File: config.mk
export PLATFORM = sky130hd
export DESIGN_NAME = ecc_register_two_wire_slave
export DESIGN_NICKNAME = d
export VERILOG_FILES = /design/src/include/ecc_twi_pkg.sv /design/src/verilog/pin_sync.sv /design/src/verilog/ecc_register_two_wire_slave.sv
export SDC_FILE = /design/constraint.sdc
export NUM_CORES = 1
export LEC_CHECK = 0
export BUFFER_PORTS_ARGS = -buffer_cell sky130_fd_sc_hd__buf_4
export CAP_MARGIN = 20
export CORE_MARGIN = 2
export CORE_UTILIZATION = 58
export CTS_BUF_LIST = sky130_fd_sc_hd__clkbuf_4
export CTS_CLUSTER_SIZE = 20
export DETAILED_ROUTE_END_ITERATION = 16
export PLACE_DENSITY = 0.78
export SYNTH_ARGS = -nofsm -noshare
export SYNTH_HDL_FRONTEND = slang
export SYNTH_HIERARCHICAL = 1
export SYNTH_SLANG_ARGS = --single-unit
File: constraint.sdc
create_clock -name clk_i -period 2.9 [get_ports clk_i]
set_input_delay 0.29 -clock clk_i [delete_from_list [all_inputs] [get_ports clk_i]]
set_output_delay 0.29 -clock clk_i [all_outputs]
set_load 0.02 [all_outputs]
File: src/include/ecc_twi_pkg.sv
package ecc_twi_pkg;
  // ==========================================================
  // apb register map (byte addresses)
  localparam logic [7:0] OFF_EVENT_INFO = 8'h00;
  localparam logic [7:0] OFF_LOC1 = 8'h04;
  localparam logic [7:0] OFF_LOC2 = 8'h08;
  localparam logic [7:0] OFF_LOC3 = 8'h0C;
  localparam logic [7:0] OFF_LOC4 = 8'h10;
  localparam logic [7:0] OFF_SETTING = 8'h14;
  localparam logic [7:0] OFF_STATUS = 8'h18;
  localparam logic [7:0] OFF_CTRL = 8'h1C;
  localparam logic [7:0] OFF_LAST = 8'h1C;

  // ==========================================================
  // setting register fields
  localparam int SET_ECCON = 0;
  localparam int SET_ERRON = 1;
  localparam int SET_CLEAR = 4;
  localparam logic [3:0] SET_KEEP_MASK = 4'hF;
  localparam logic [7:0] SETTING_RESET = 8'h00;

  // status register fields
  localparam int ST_EVENT = 0;
  localparam int ST_BUSY = 1;
  localparam int ST_LATCH_LO = 2;
  localparam int ST_SELECTED = 5;

  // control register fields
  localparam int CTRL_ENABLE = 0;
  localparam logic [31:0] CTRL_RESET = 32'h0000_0001;

  // ==========================================================
  // serial register addresses
  localparam logic [2:0] REG_FIRST = 3'b000;
  localparam logic [2:0] REG_LAST = 3'b101;
  localparam int NUM_REGS = 6;
  localparam logic [3:0] BITS_PER_BYTE = 4'h8;
  localparam logic [3:0] TYPE_BITS_TOP = 4'h7;

  // ==========================================================
  // timing: the port must keep up with the fast-plus rate
  localparam int CLK_KHZ = 25000;
  localparam int SCL_STD_FAST_KHZ = 400;
  localparam int SCL_FAST_PLUS_KHZ = 1000;
  localparam int MIN_SAMPLES_PER_SCL = 8;
  localparam int SAMPLES_PER_SCL = CLK_KHZ / SCL_FAST_PLUS_KHZ;

  // ==========================================================
  // pins as they arrive from the board
  typedef struct packed {
    logic scl;
    logic sda;
    logic select;
  } pins_t;

  typedef enum logic [3:0] {
    ST_IDLE = 4'b0000,
    ST_DEVADDR = 4'b0001,
    ST_DEVACK = 4'b0010,
    ST_REGADDR = 4'b0011,
    ST_REGACK = 4'b0100,
    ST_WDATA = 4'b0101,
    ST_WACK = 4'b0110,
    ST_RDATA = 4'b0111,
    ST_RACK = 4'b1000,
    ST_IGNORE = 4'b1001
  } twi_state_t;
endpackage

File: src/verilog/pin_sync.sv
`timescale 1ns/10ps
`default_nettype none
module pin_sync
  import ecc_twi_pkg::*;
(
  // clock and reset
  input wire logic clk_i,
  input wire logic srst_i,
  // asynchronous pins in, synchronised pins out
  input wire pins_t pins_i,
  output pins_t pins_o
);
  // ==========================================================
  // two-stage synchroniser; idle bus level is high
  pins_t meta;

  always_ff @(posedge clk_i) begin
    if (srst_i) begin
      meta <= '1;
      pins_o <= '1;
    end else begin
      meta <= pins_i;
      pins_o <= meta;
    end
  end
endmodule
`default_nettype wire

File: src/verilog/ecc_register_two_wire_slave.sv
`timescale 1ns/10ps
`default_nettype none
// Overview of operation
// - start: data falls while clock high; begins a transaction
// - a start anywhere aborts and rearms slave address decoding
// - stop: data rises while clock high; ends the transaction
// - data changes only while clock low, stable while high
// - bits launched on falling clock edge, captured on rising edge
// - every byte moves most significant bit first
// - ninth clock is acknowledge slot; receiver pulls data low
// - missing acknowledge aborts a write or ends a read, line released
// - read keeps sending next register while master acknowledges
// - written bytes only get acknowledge; read bytes either; data bytes after the first get none
// - slave address top four bits must match device type code
// - address bit 1 matches select pin; bits 3 and 2 ignored
// - address bit 0: one reads, zero writes
// - register address byte uses only its low three bits
// - writes carry register address; reads return data at once
// - write accepts eight data bits then acknowledges
// - all six registers readable over the serial link
// - internal address latch sources current-address reads
// - data pin is open-drain pull-low only; clock is input
// - works at fast and fast-plus bus clock rates
// - event output flags an ecc event occurrence
// - latch increments per acknowledged read byte, wraps five to zero
// - only setting register five is writable, single byte
// - event output stays high until clear bit written as one
// - random read: write header, repeated start, read address
module ecc_register_two_wire_slave
  import ecc_twi_pkg::*;
#(
  parameter logic [3:0] DEV_TYPE = 4'b1010  // arbitrary value
) (
  // clock and reset
  input wire logic clk_i,
  input wire logic srst_i,
  // apb slave
  input wire logic psel_i,
  input wire logic penable_i,
  input wire logic pwrite_i,
  input wire logic [7:0] paddr_i,
  input wire logic [31:0] pwdata_i,
  output logic [31:0] prdata_o,
  output logic pready_o,
  output logic pslverr_o,
  // ecc engine event
  input wire logic ecc_event_i,
  // two-wire pins
  input wire logic scl_i,
  input wire logic sda_i,
  output logic sda_o,
  output logic sda_oe_o,
  input wire logic device_select_pin_i,
  // event output, three-state
  output logic err_o,
  output logic err_oe_o
);
  // ==========================================================
  // elaboration checks; edge detect needs several samples per link bit
  if (SAMPLES_PER_SCL < MIN_SAMPLES_PER_SCL) begin : gen_rate_check
    $error("system clock too slow for fast-plus sampling");
  end

  // ==========================================================
  // pin synchronisers and edge detection
  pins_t pins_raw;
  pins_t pins_s;
  pins_t pins_d;

  assign pins_raw = '{scl: scl_i, sda: sda_i, select: device_select_pin_i};

  pin_sync u_sync (
    .clk_i(clk_i),
    .srst_i(srst_i),
    .pins_i(pins_raw),
    .pins_o(pins_s)
  );

  always_ff @(posedge clk_i) begin
    if (srst_i) begin
      pins_d <= '1;
    end else begin
      pins_d <= pins_s;
    end
  end

  wire scl_rise = pins_s.scl & ~pins_d.scl;
  wire scl_fall = ~pins_s.scl & pins_d.scl;
  wire scl_held = pins_s.scl & pins_d.scl;
  wire got_start = scl_held & pins_d.sda & ~pins_s.sda;
  wire got_stop = scl_held & ~pins_d.sda & pins_s.sda;

  // ==========================================================
  // register storage
  logic [7:0] ecc_event_info_reg;
  logic [7:0] loc_reg [1:4];
  logic [3:0] ecc_setting_reg;
  logic event_sticky;
  logic link_enable;
  logic [2:0] addr_latch;

  function automatic logic [7:0] reg_byte(input logic [2:0] idx,
                                          input logic [7:0] info,
                                          input logic [7:0] l1,
                                          input logic [7:0] l2,
                                          input logic [7:0] l3,
                                          input logic [7:0] l4,
                                          input logic [3:0] setting);
    case (idx)
      3'd0: reg_byte = info;
      3'd1: reg_byte = l1;
      3'd2: reg_byte = l2;
      3'd3: reg_byte = l3;
      3'd4: reg_byte = l4;
      REG_LAST: reg_byte = {4'h0, setting};
      default: reg_byte = 8'h00;
    endcase
  endfunction

  function automatic logic [2:0] next_addr(input logic [2:0] a);
    if (a >= REG_LAST) begin
      next_addr = REG_FIRST;
    end else begin
      next_addr = a + 3'd1;
    end
  endfunction

  // ==========================================================
  // two-wire state machine
  twi_state_t state;
  logic [7:0] shift;
  logic [3:0] bit_cnt;
  logic pull_low;
  logic selected;
  logic rw_read;

  wire [7:0] cur_byte = reg_byte(addr_latch, ecc_event_info_reg,
                                 loc_reg[1], loc_reg[2], loc_reg[3],
                                 loc_reg[4], ecc_setting_reg);
  wire byte_in = (bit_cnt == BITS_PER_BYTE);
  wire type_ok = (shift[7:4] == DEV_TYPE);
  wire select_ok = (shift[1] == pins_s.select);
  wire addr_hit = type_ok & select_ok;
  wire setting_write = (state == ST_WDATA) & scl_fall & byte_in &
                       (addr_latch == REG_LAST);
  wire clear_req = setting_write & shift[SET_CLEAR];

  always_ff @(posedge clk_i) begin
    if (srst_i || !link_enable) begin
      state <= ST_IDLE;
      bit_cnt <= 4'h0;
      shift <= 8'h00;
      pull_low <= 1'b0;
      selected <= 1'b0;
      rw_read <= 1'b0;
    end else if (got_start) begin
      state <= ST_DEVADDR;
      bit_cnt <= 4'h0;
      pull_low <= 1'b0;
      selected <= 1'b0;
    end else if (got_stop) begin
      state <= ST_IDLE;
      pull_low <= 1'b0;
      selected <= 1'b0;
    end else begin
      case (state)
        ST_DEVADDR, ST_REGADDR, ST_WDATA: begin
          if (scl_rise && !byte_in) begin
            shift <= {shift[6:0], pins_s.sda};
            bit_cnt <= bit_cnt + 4'h1;
          end else if (scl_fall && byte_in) begin
            bit_cnt <= 4'h0;
            if (state == ST_DEVADDR) begin
              if (addr_hit) begin
                pull_low <= 1'b1;
                selected <= 1'b1;
                rw_read <= shift[0];
                state <= ST_DEVACK;
              end else begin
                state <= ST_IGNORE;
              end
            end else if (state == ST_REGADDR) begin
              pull_low <= 1'b1;
              state <= ST_REGACK;
            end else begin
              pull_low <= 1'b1;
              state <= ST_WACK;
            end
          end
        end
        ST_DEVACK: begin
          if (scl_fall) begin
            if (rw_read) begin
              shift <= cur_byte;
              pull_low <= ~cur_byte[7];
              bit_cnt <= 4'h0;
              state <= ST_RDATA;
            end else begin
              pull_low <= 1'b0;
              state <= ST_REGADDR;
            end
          end
        end
        ST_REGACK: begin
          if (scl_fall) begin
            pull_low <= 1'b0;
            state <= ST_WDATA;
          end
        end
        ST_WACK: begin
          if (scl_fall) begin
            pull_low <= 1'b0;
            state <= ST_IGNORE;
          end
        end
        ST_RDATA: begin
          if (scl_rise) begin
            bit_cnt <= bit_cnt + 4'h1;
          end else if (scl_fall) begin
            if (bit_cnt == BITS_PER_BYTE) begin
              pull_low <= 1'b0;
              state <= ST_RACK;
            end else begin
              shift <= {shift[6:0], 1'b0};
              pull_low <= ~shift[6];
            end
          end
        end
        ST_RACK: begin
          if (scl_rise) begin
            if (pins_s.sda) begin
              state <= ST_IGNORE;
            end
          end else if (scl_fall) begin
            shift <= cur_byte;
            pull_low <= ~cur_byte[7];
            bit_cnt <= 4'h0;
            state <= ST_RDATA;
          end
        end
        ST_IGNORE: begin
          pull_low <= 1'b0;
        end
        ST_IDLE: begin
          pull_low <= 1'b0;
        end
        default: begin
          state <= ST_IDLE;
          pull_low <= 1'b0;
        end
      endcase
    end
  end

  // ==========================================================
  // address latch
  wire reg_addr_done = (state == ST_REGADDR) & scl_fall & byte_in;
  wire read_acked = (state == ST_RACK) & scl_rise & ~pins_s.sda;

  always_ff @(posedge clk_i) begin
    if (srst_i) begin
      addr_latch <= REG_FIRST;
    end else if (reg_addr_done) begin
      addr_latch <= shift[2:0];
    end else if (read_acked) begin
      addr_latch <= next_addr(addr_latch);
    end
  end

  // ==========================================================
  // setting register and sticky event
  always_ff @(posedge clk_i) begin
    if (srst_i) begin
      ecc_setting_reg <= SETTING_RESET[3:0];
    end else if (setting_write) begin
      ecc_setting_reg <= shift[3:0] & SET_KEEP_MASK;
    end
  end

  // a new event in the clearing cycle survives the clear
  always_ff @(posedge clk_i) begin
    if (srst_i) begin
      event_sticky <= 1'b0;
    end else if (ecc_event_i) begin
      event_sticky <= 1'b1;
    end else if (clear_req) begin
      event_sticky <= 1'b0;
    end
  end

  // ==========================================================
  // pin drivers
  wire err_enabled = ecc_setting_reg[SET_ECCON] &
                     ecc_setting_reg[SET_ERRON];

  always_ff @(posedge clk_i) begin
    if (srst_i) begin
      err_o <= 1'b0;
      err_oe_o <= 1'b0;
    end else begin
      err_o <= event_sticky;
      err_oe_o <= err_enabled;
    end
  end

  // open drain: only ever pulls low
  assign sda_o = 1'b0;
  assign sda_oe_o = pull_low;

  // ==========================================================
  // apb slave; read data captured in setup, answered in access
  wire apb_setup = psel_i & ~penable_i;
  wire apb_write = psel_i & penable_i & pwrite_i;
  wire addr_bad = (paddr_i[1:0] != 2'b00) | (paddr_i > OFF_LAST);
  wire is_loc = (paddr_i >= OFF_LOC1) & (paddr_i <= OFF_LOC4);
  wire [2:0] loc_idx = paddr_i[4:2];
  wire [7:0] status_byte = {2'b00, selected, addr_latch,
                            (state != ST_IDLE), event_sticky};

  logic [31:0] next_rdata;

  always_comb begin
    next_rdata = 32'h0000_0000;
    case (paddr_i)
      OFF_EVENT_INFO: next_rdata = {24'h00_0000, ecc_event_info_reg};
      OFF_SETTING: next_rdata = {28'h000_0000, ecc_setting_reg};
      OFF_STATUS: next_rdata = {24'h00_0000, status_byte};
      OFF_CTRL: next_rdata = {31'h0000_0000, link_enable};
      default: begin
        if (is_loc) begin
          next_rdata = {24'h00_0000, loc_reg[loc_idx]};
        end
      end
    endcase
  end

  always_ff @(posedge clk_i) begin
    if (srst_i) begin
      prdata_o <= 32'h0000_0000;
    end else if (apb_setup) begin
      prdata_o <= addr_bad ? 32'h0000_0000 : next_rdata;
    end
  end

  assign pready_o = psel_i & penable_i;
  assign pslverr_o = psel_i & penable_i & addr_bad;

  always_ff @(posedge clk_i) begin
    if (srst_i) begin
      ecc_event_info_reg <= 8'h00;
      loc_reg[1] <= 8'h00;
      loc_reg[2] <= 8'h00;
      loc_reg[3] <= 8'h00;
      loc_reg[4] <= 8'h00;
      link_enable <= CTRL_RESET[CTRL_ENABLE];
    end else if (apb_write && !addr_bad) begin
      if (paddr_i == OFF_EVENT_INFO) begin
        ecc_event_info_reg <= pwdata_i[7:0];
      end
      if (is_loc) begin
        loc_reg[loc_idx] <= pwdata_i[7:0];
      end
      if (paddr_i == OFF_CTRL) begin
        link_enable <= pwdata_i[CTRL_ENABLE];
      end
    end
  end
endmodule
`default_nettype wire

==> out/qor.yml <==
crit_fanout: 22
utilization_pct: 65.2
layout_commonest_cell: "dfxtp_1"
routed_via_density: 6.27
post-route-period-util_pct: 81.4
grt_max_degree: 24
finalSetupTns_ns: 0
period_needed_ns: 2.36
synth-edff-count: 39
setup_viol_count_final: 0
ff2ff_path_depth: 5
gp_congestion: 0.913
cp-start-kind: "register"
die_h_um: 99.6
ys_ff_latch: 93
overflow: 0
clkPwrFrac_pct: 22.5
p_per_area_nw_per_um2: 552
power_mw: 3.17
r2r-start: "state[2]$_SDFFE_PP0P_"
io_pins: 87
hold_path_end: "event_sticky$_SDFFE_PP0P_"
wire_per_inst_um: 18.7
slowest_stage: "or4b_1"
reg2reg_setup_slack_ns: 0.54
io_buffers: 37
area_delta_synth_final_pct: 8.44
drt_wl_total_um: 13100
dp_slack_ns: 0.616
finalWorstSetupSlack_ns: 0.540
hold_depth: 3
p_leak_nw: 2.23
cts_tree: "built"
dr_total_vias: 4410
cp.required_ns: 3.30
seq_area_frac_synth_pct: 42.5
initial_utilization_pct: 60.1
grt_pass1_vias: 3940
synth_flop_cell: "dfxtp_1"
p_int_mw: 2.01
cts_made_buffers: 9
synth_cells: 557
hpwlAfterDp_um: 9470
finalNonFillerCells: 703
synth.avg_cell_area_um2: 9.51
hp-start: "ecc_event_i"
p_seq_share_pct: 48.3
cp_data_arrival_time_ns: 2.76
yosysWarnings: 6
stdcell_area_um2: 5740
grt_setup_unrepaired: "false"
drive_gt1_share_pct: 16.3
slew_headroom_pct: 54.6
drt_iter0_markers: 464
hold_violations: 0
outcome: "finished, final reports clean"
cts.sinks: 93
firstDrtPassIters: 6
ir_drop_mv: 0.295
fmax_mhz: 424
gr-usage-all-layers_pct: 26.5
diodes: 0
cts.clk_slew.worst_paths_ns: 0.16
report.final.slew_viol_count: 0
die_area_um2: 9910
fp.dieW_um: 99.6
grt_antenna_before_repair: 0
post-place-cells: 684
ant_nets: 0
combPwrFrac_pct: 29.2
endpoint_kind: "register"
htreeDepth: 3
synth.distinct_cells: 67
coreArea_um2: 8810
cts-resized-gates: 0
swShare_pct: 36.7
grt_pass1_wl_um: 20600
layout_common_cells: "dfxtp_1 (54), buf_4 (48), nand2_1 (39), edfxtp_1 (39), nor2_1 (38)"
hold_class: "primary input to register"
largest_register_ffs: 39
timing.rr.end: "state[0]$_SDFFE_PP0P_"
cap_violations: 0
path_cells: "or4b_1 > nor3b_1 > a211oi_1 > a21oi_1 > mux2i_1"
tightest_slew_ns: 0.680
rows: 34
p_switching_mw: 1.16
ys_async_sr_fraction_pct: 0
post_cts_buffers: 0
root_buffer: "clkbuf_4"
slowest_delay_ns: 0.74
clock_skew_ns: 0.0240
ctsLongestPathBuffers: 2
final_nets: 649
drc_errors: 0
syn-cell-area_um2: 5300
post_dp_cell_area_um2: 5580
clock_latency_ns: 0.46
path_class: "register to register"
whs_ns: 0.0476
[power groups by stage]
stage	Clock, mW	Sequential, mW	Combinational [mW]
4_1_cts	0.722	1.53	0.903
3_3_place_gp	0	1.55	0.874
3_5_place_dp	0	1.56	0.895
6_report	0.713	1.53	0.926
5_1_grt	0.773	1.54	1.00
2_1_floorplan	0	1.50	0.759
[synth_stat cells (all sizes together), types with 9 or more instances]
library cell,instances,area [µm²]
ha,10,125
buf,36,241
inv,11,41.3
nand2b,9,56.3
mux2,15,169
dfxtp,54,1080
nand2,39,146
o21ai,27,135
edfxtp,39,1170
nor2,39,149
clkbuf,24,90.1
and2,29,181
nor2b,9,56.3
a22oi,11,82.6
or2,14,87.6
mux2i,21,210
a21oi,28,140
and3,16,100
nand3,12,65.1
[repair_timing]
action / 4_1_cts / 5_1_grt
endpoints found under the hold margin: 3 / 0
hold buffers: 3 / 0
endpoints found under the setup margin: 0 / 0
[cells by family (layout without fill, tap and decap cells)]
family / count (synthesis) / in the layout / synth area share (%)
AND/OR/NAND/NOR: 210 / 210 / 22.1
adder cells (fa/ha/maj): 10 / 10 / 2.36
buffers and inverters: 71 / 78 / 7.04
other: 1 / 32 / 0.0708
multiplexers: 38 / 38 / 8.01
AO/OA/AOI/OAI: 133 / 133 / 17.7
flip-flops: 93 / 93 / 42.5
XOR/XNOR: 1 / 1 / 0.165
[metal layers]
metal | GRT usage, % | share of wire (%)
met4 | 7.69 | 1.6
met3 | 3.87 | 12
met2 | 38.7 | 43
met5 | 0 | 0
met1 | 40.9 | 44
[area by class of cell]
| cell class | instances | area, µm² |
|---|---|---|
| fill | 745 | 3060 |
| multi-input combinational | 424 | 2790 |
| sequential | 93 | 2250 |
| timing repair buffer | 51 | 390 |
| tap | 108 | 135 |
| clock inverter | 7 | 68.8 |
| clock buffer | 9 | 67.6 |
| inverter | 11 | 41.3 |
[critical path: cells and delay by family (launching register included)]
| family | cells | cell delay (ns) |
|---|---|---|
| AND/OR/NAND/NOR | 2 | 1.18 |
| flip-flops | 1 | 0.56 |
| AO/OA/AOI/OAI | 2 | 0.38 |
| multiplexers | 1 | 0.19 |
[how the worst max path moves through the flow]
stage / slack, ns / cells after the start / from / end
after detailed placement: 0.62 / 5 / state[2]$_SDFFE_PP0P_ / state[0]$_SDFFE_PP0P_
after global placement: 0.64 / 5 / state[2]$_SDFFE_PP0P_ / state[0]$_SDFFE_PP0P_
after CTS: 0.57 / 5 / state[2]$_SDFFE_PP0P_ / state[0]$_SDFFE_PP0P_
final: 0.54 / 5 / state[2]$_SDFFE_PP0P_ / state[0]$_SDFFE_PP0P_
after floorplan: 0.49 / 6 / paddr_i[5] / loc_reg[1][0]$_SDFFCE_PN0P_
after global routing: 0.38 / 6 / u_sync/pins_o[2]$_SDFF_PP1_ / shift[5]$_SDFFE_PP0P_
No activity file was read; power rests on OpenSTA's default activity.
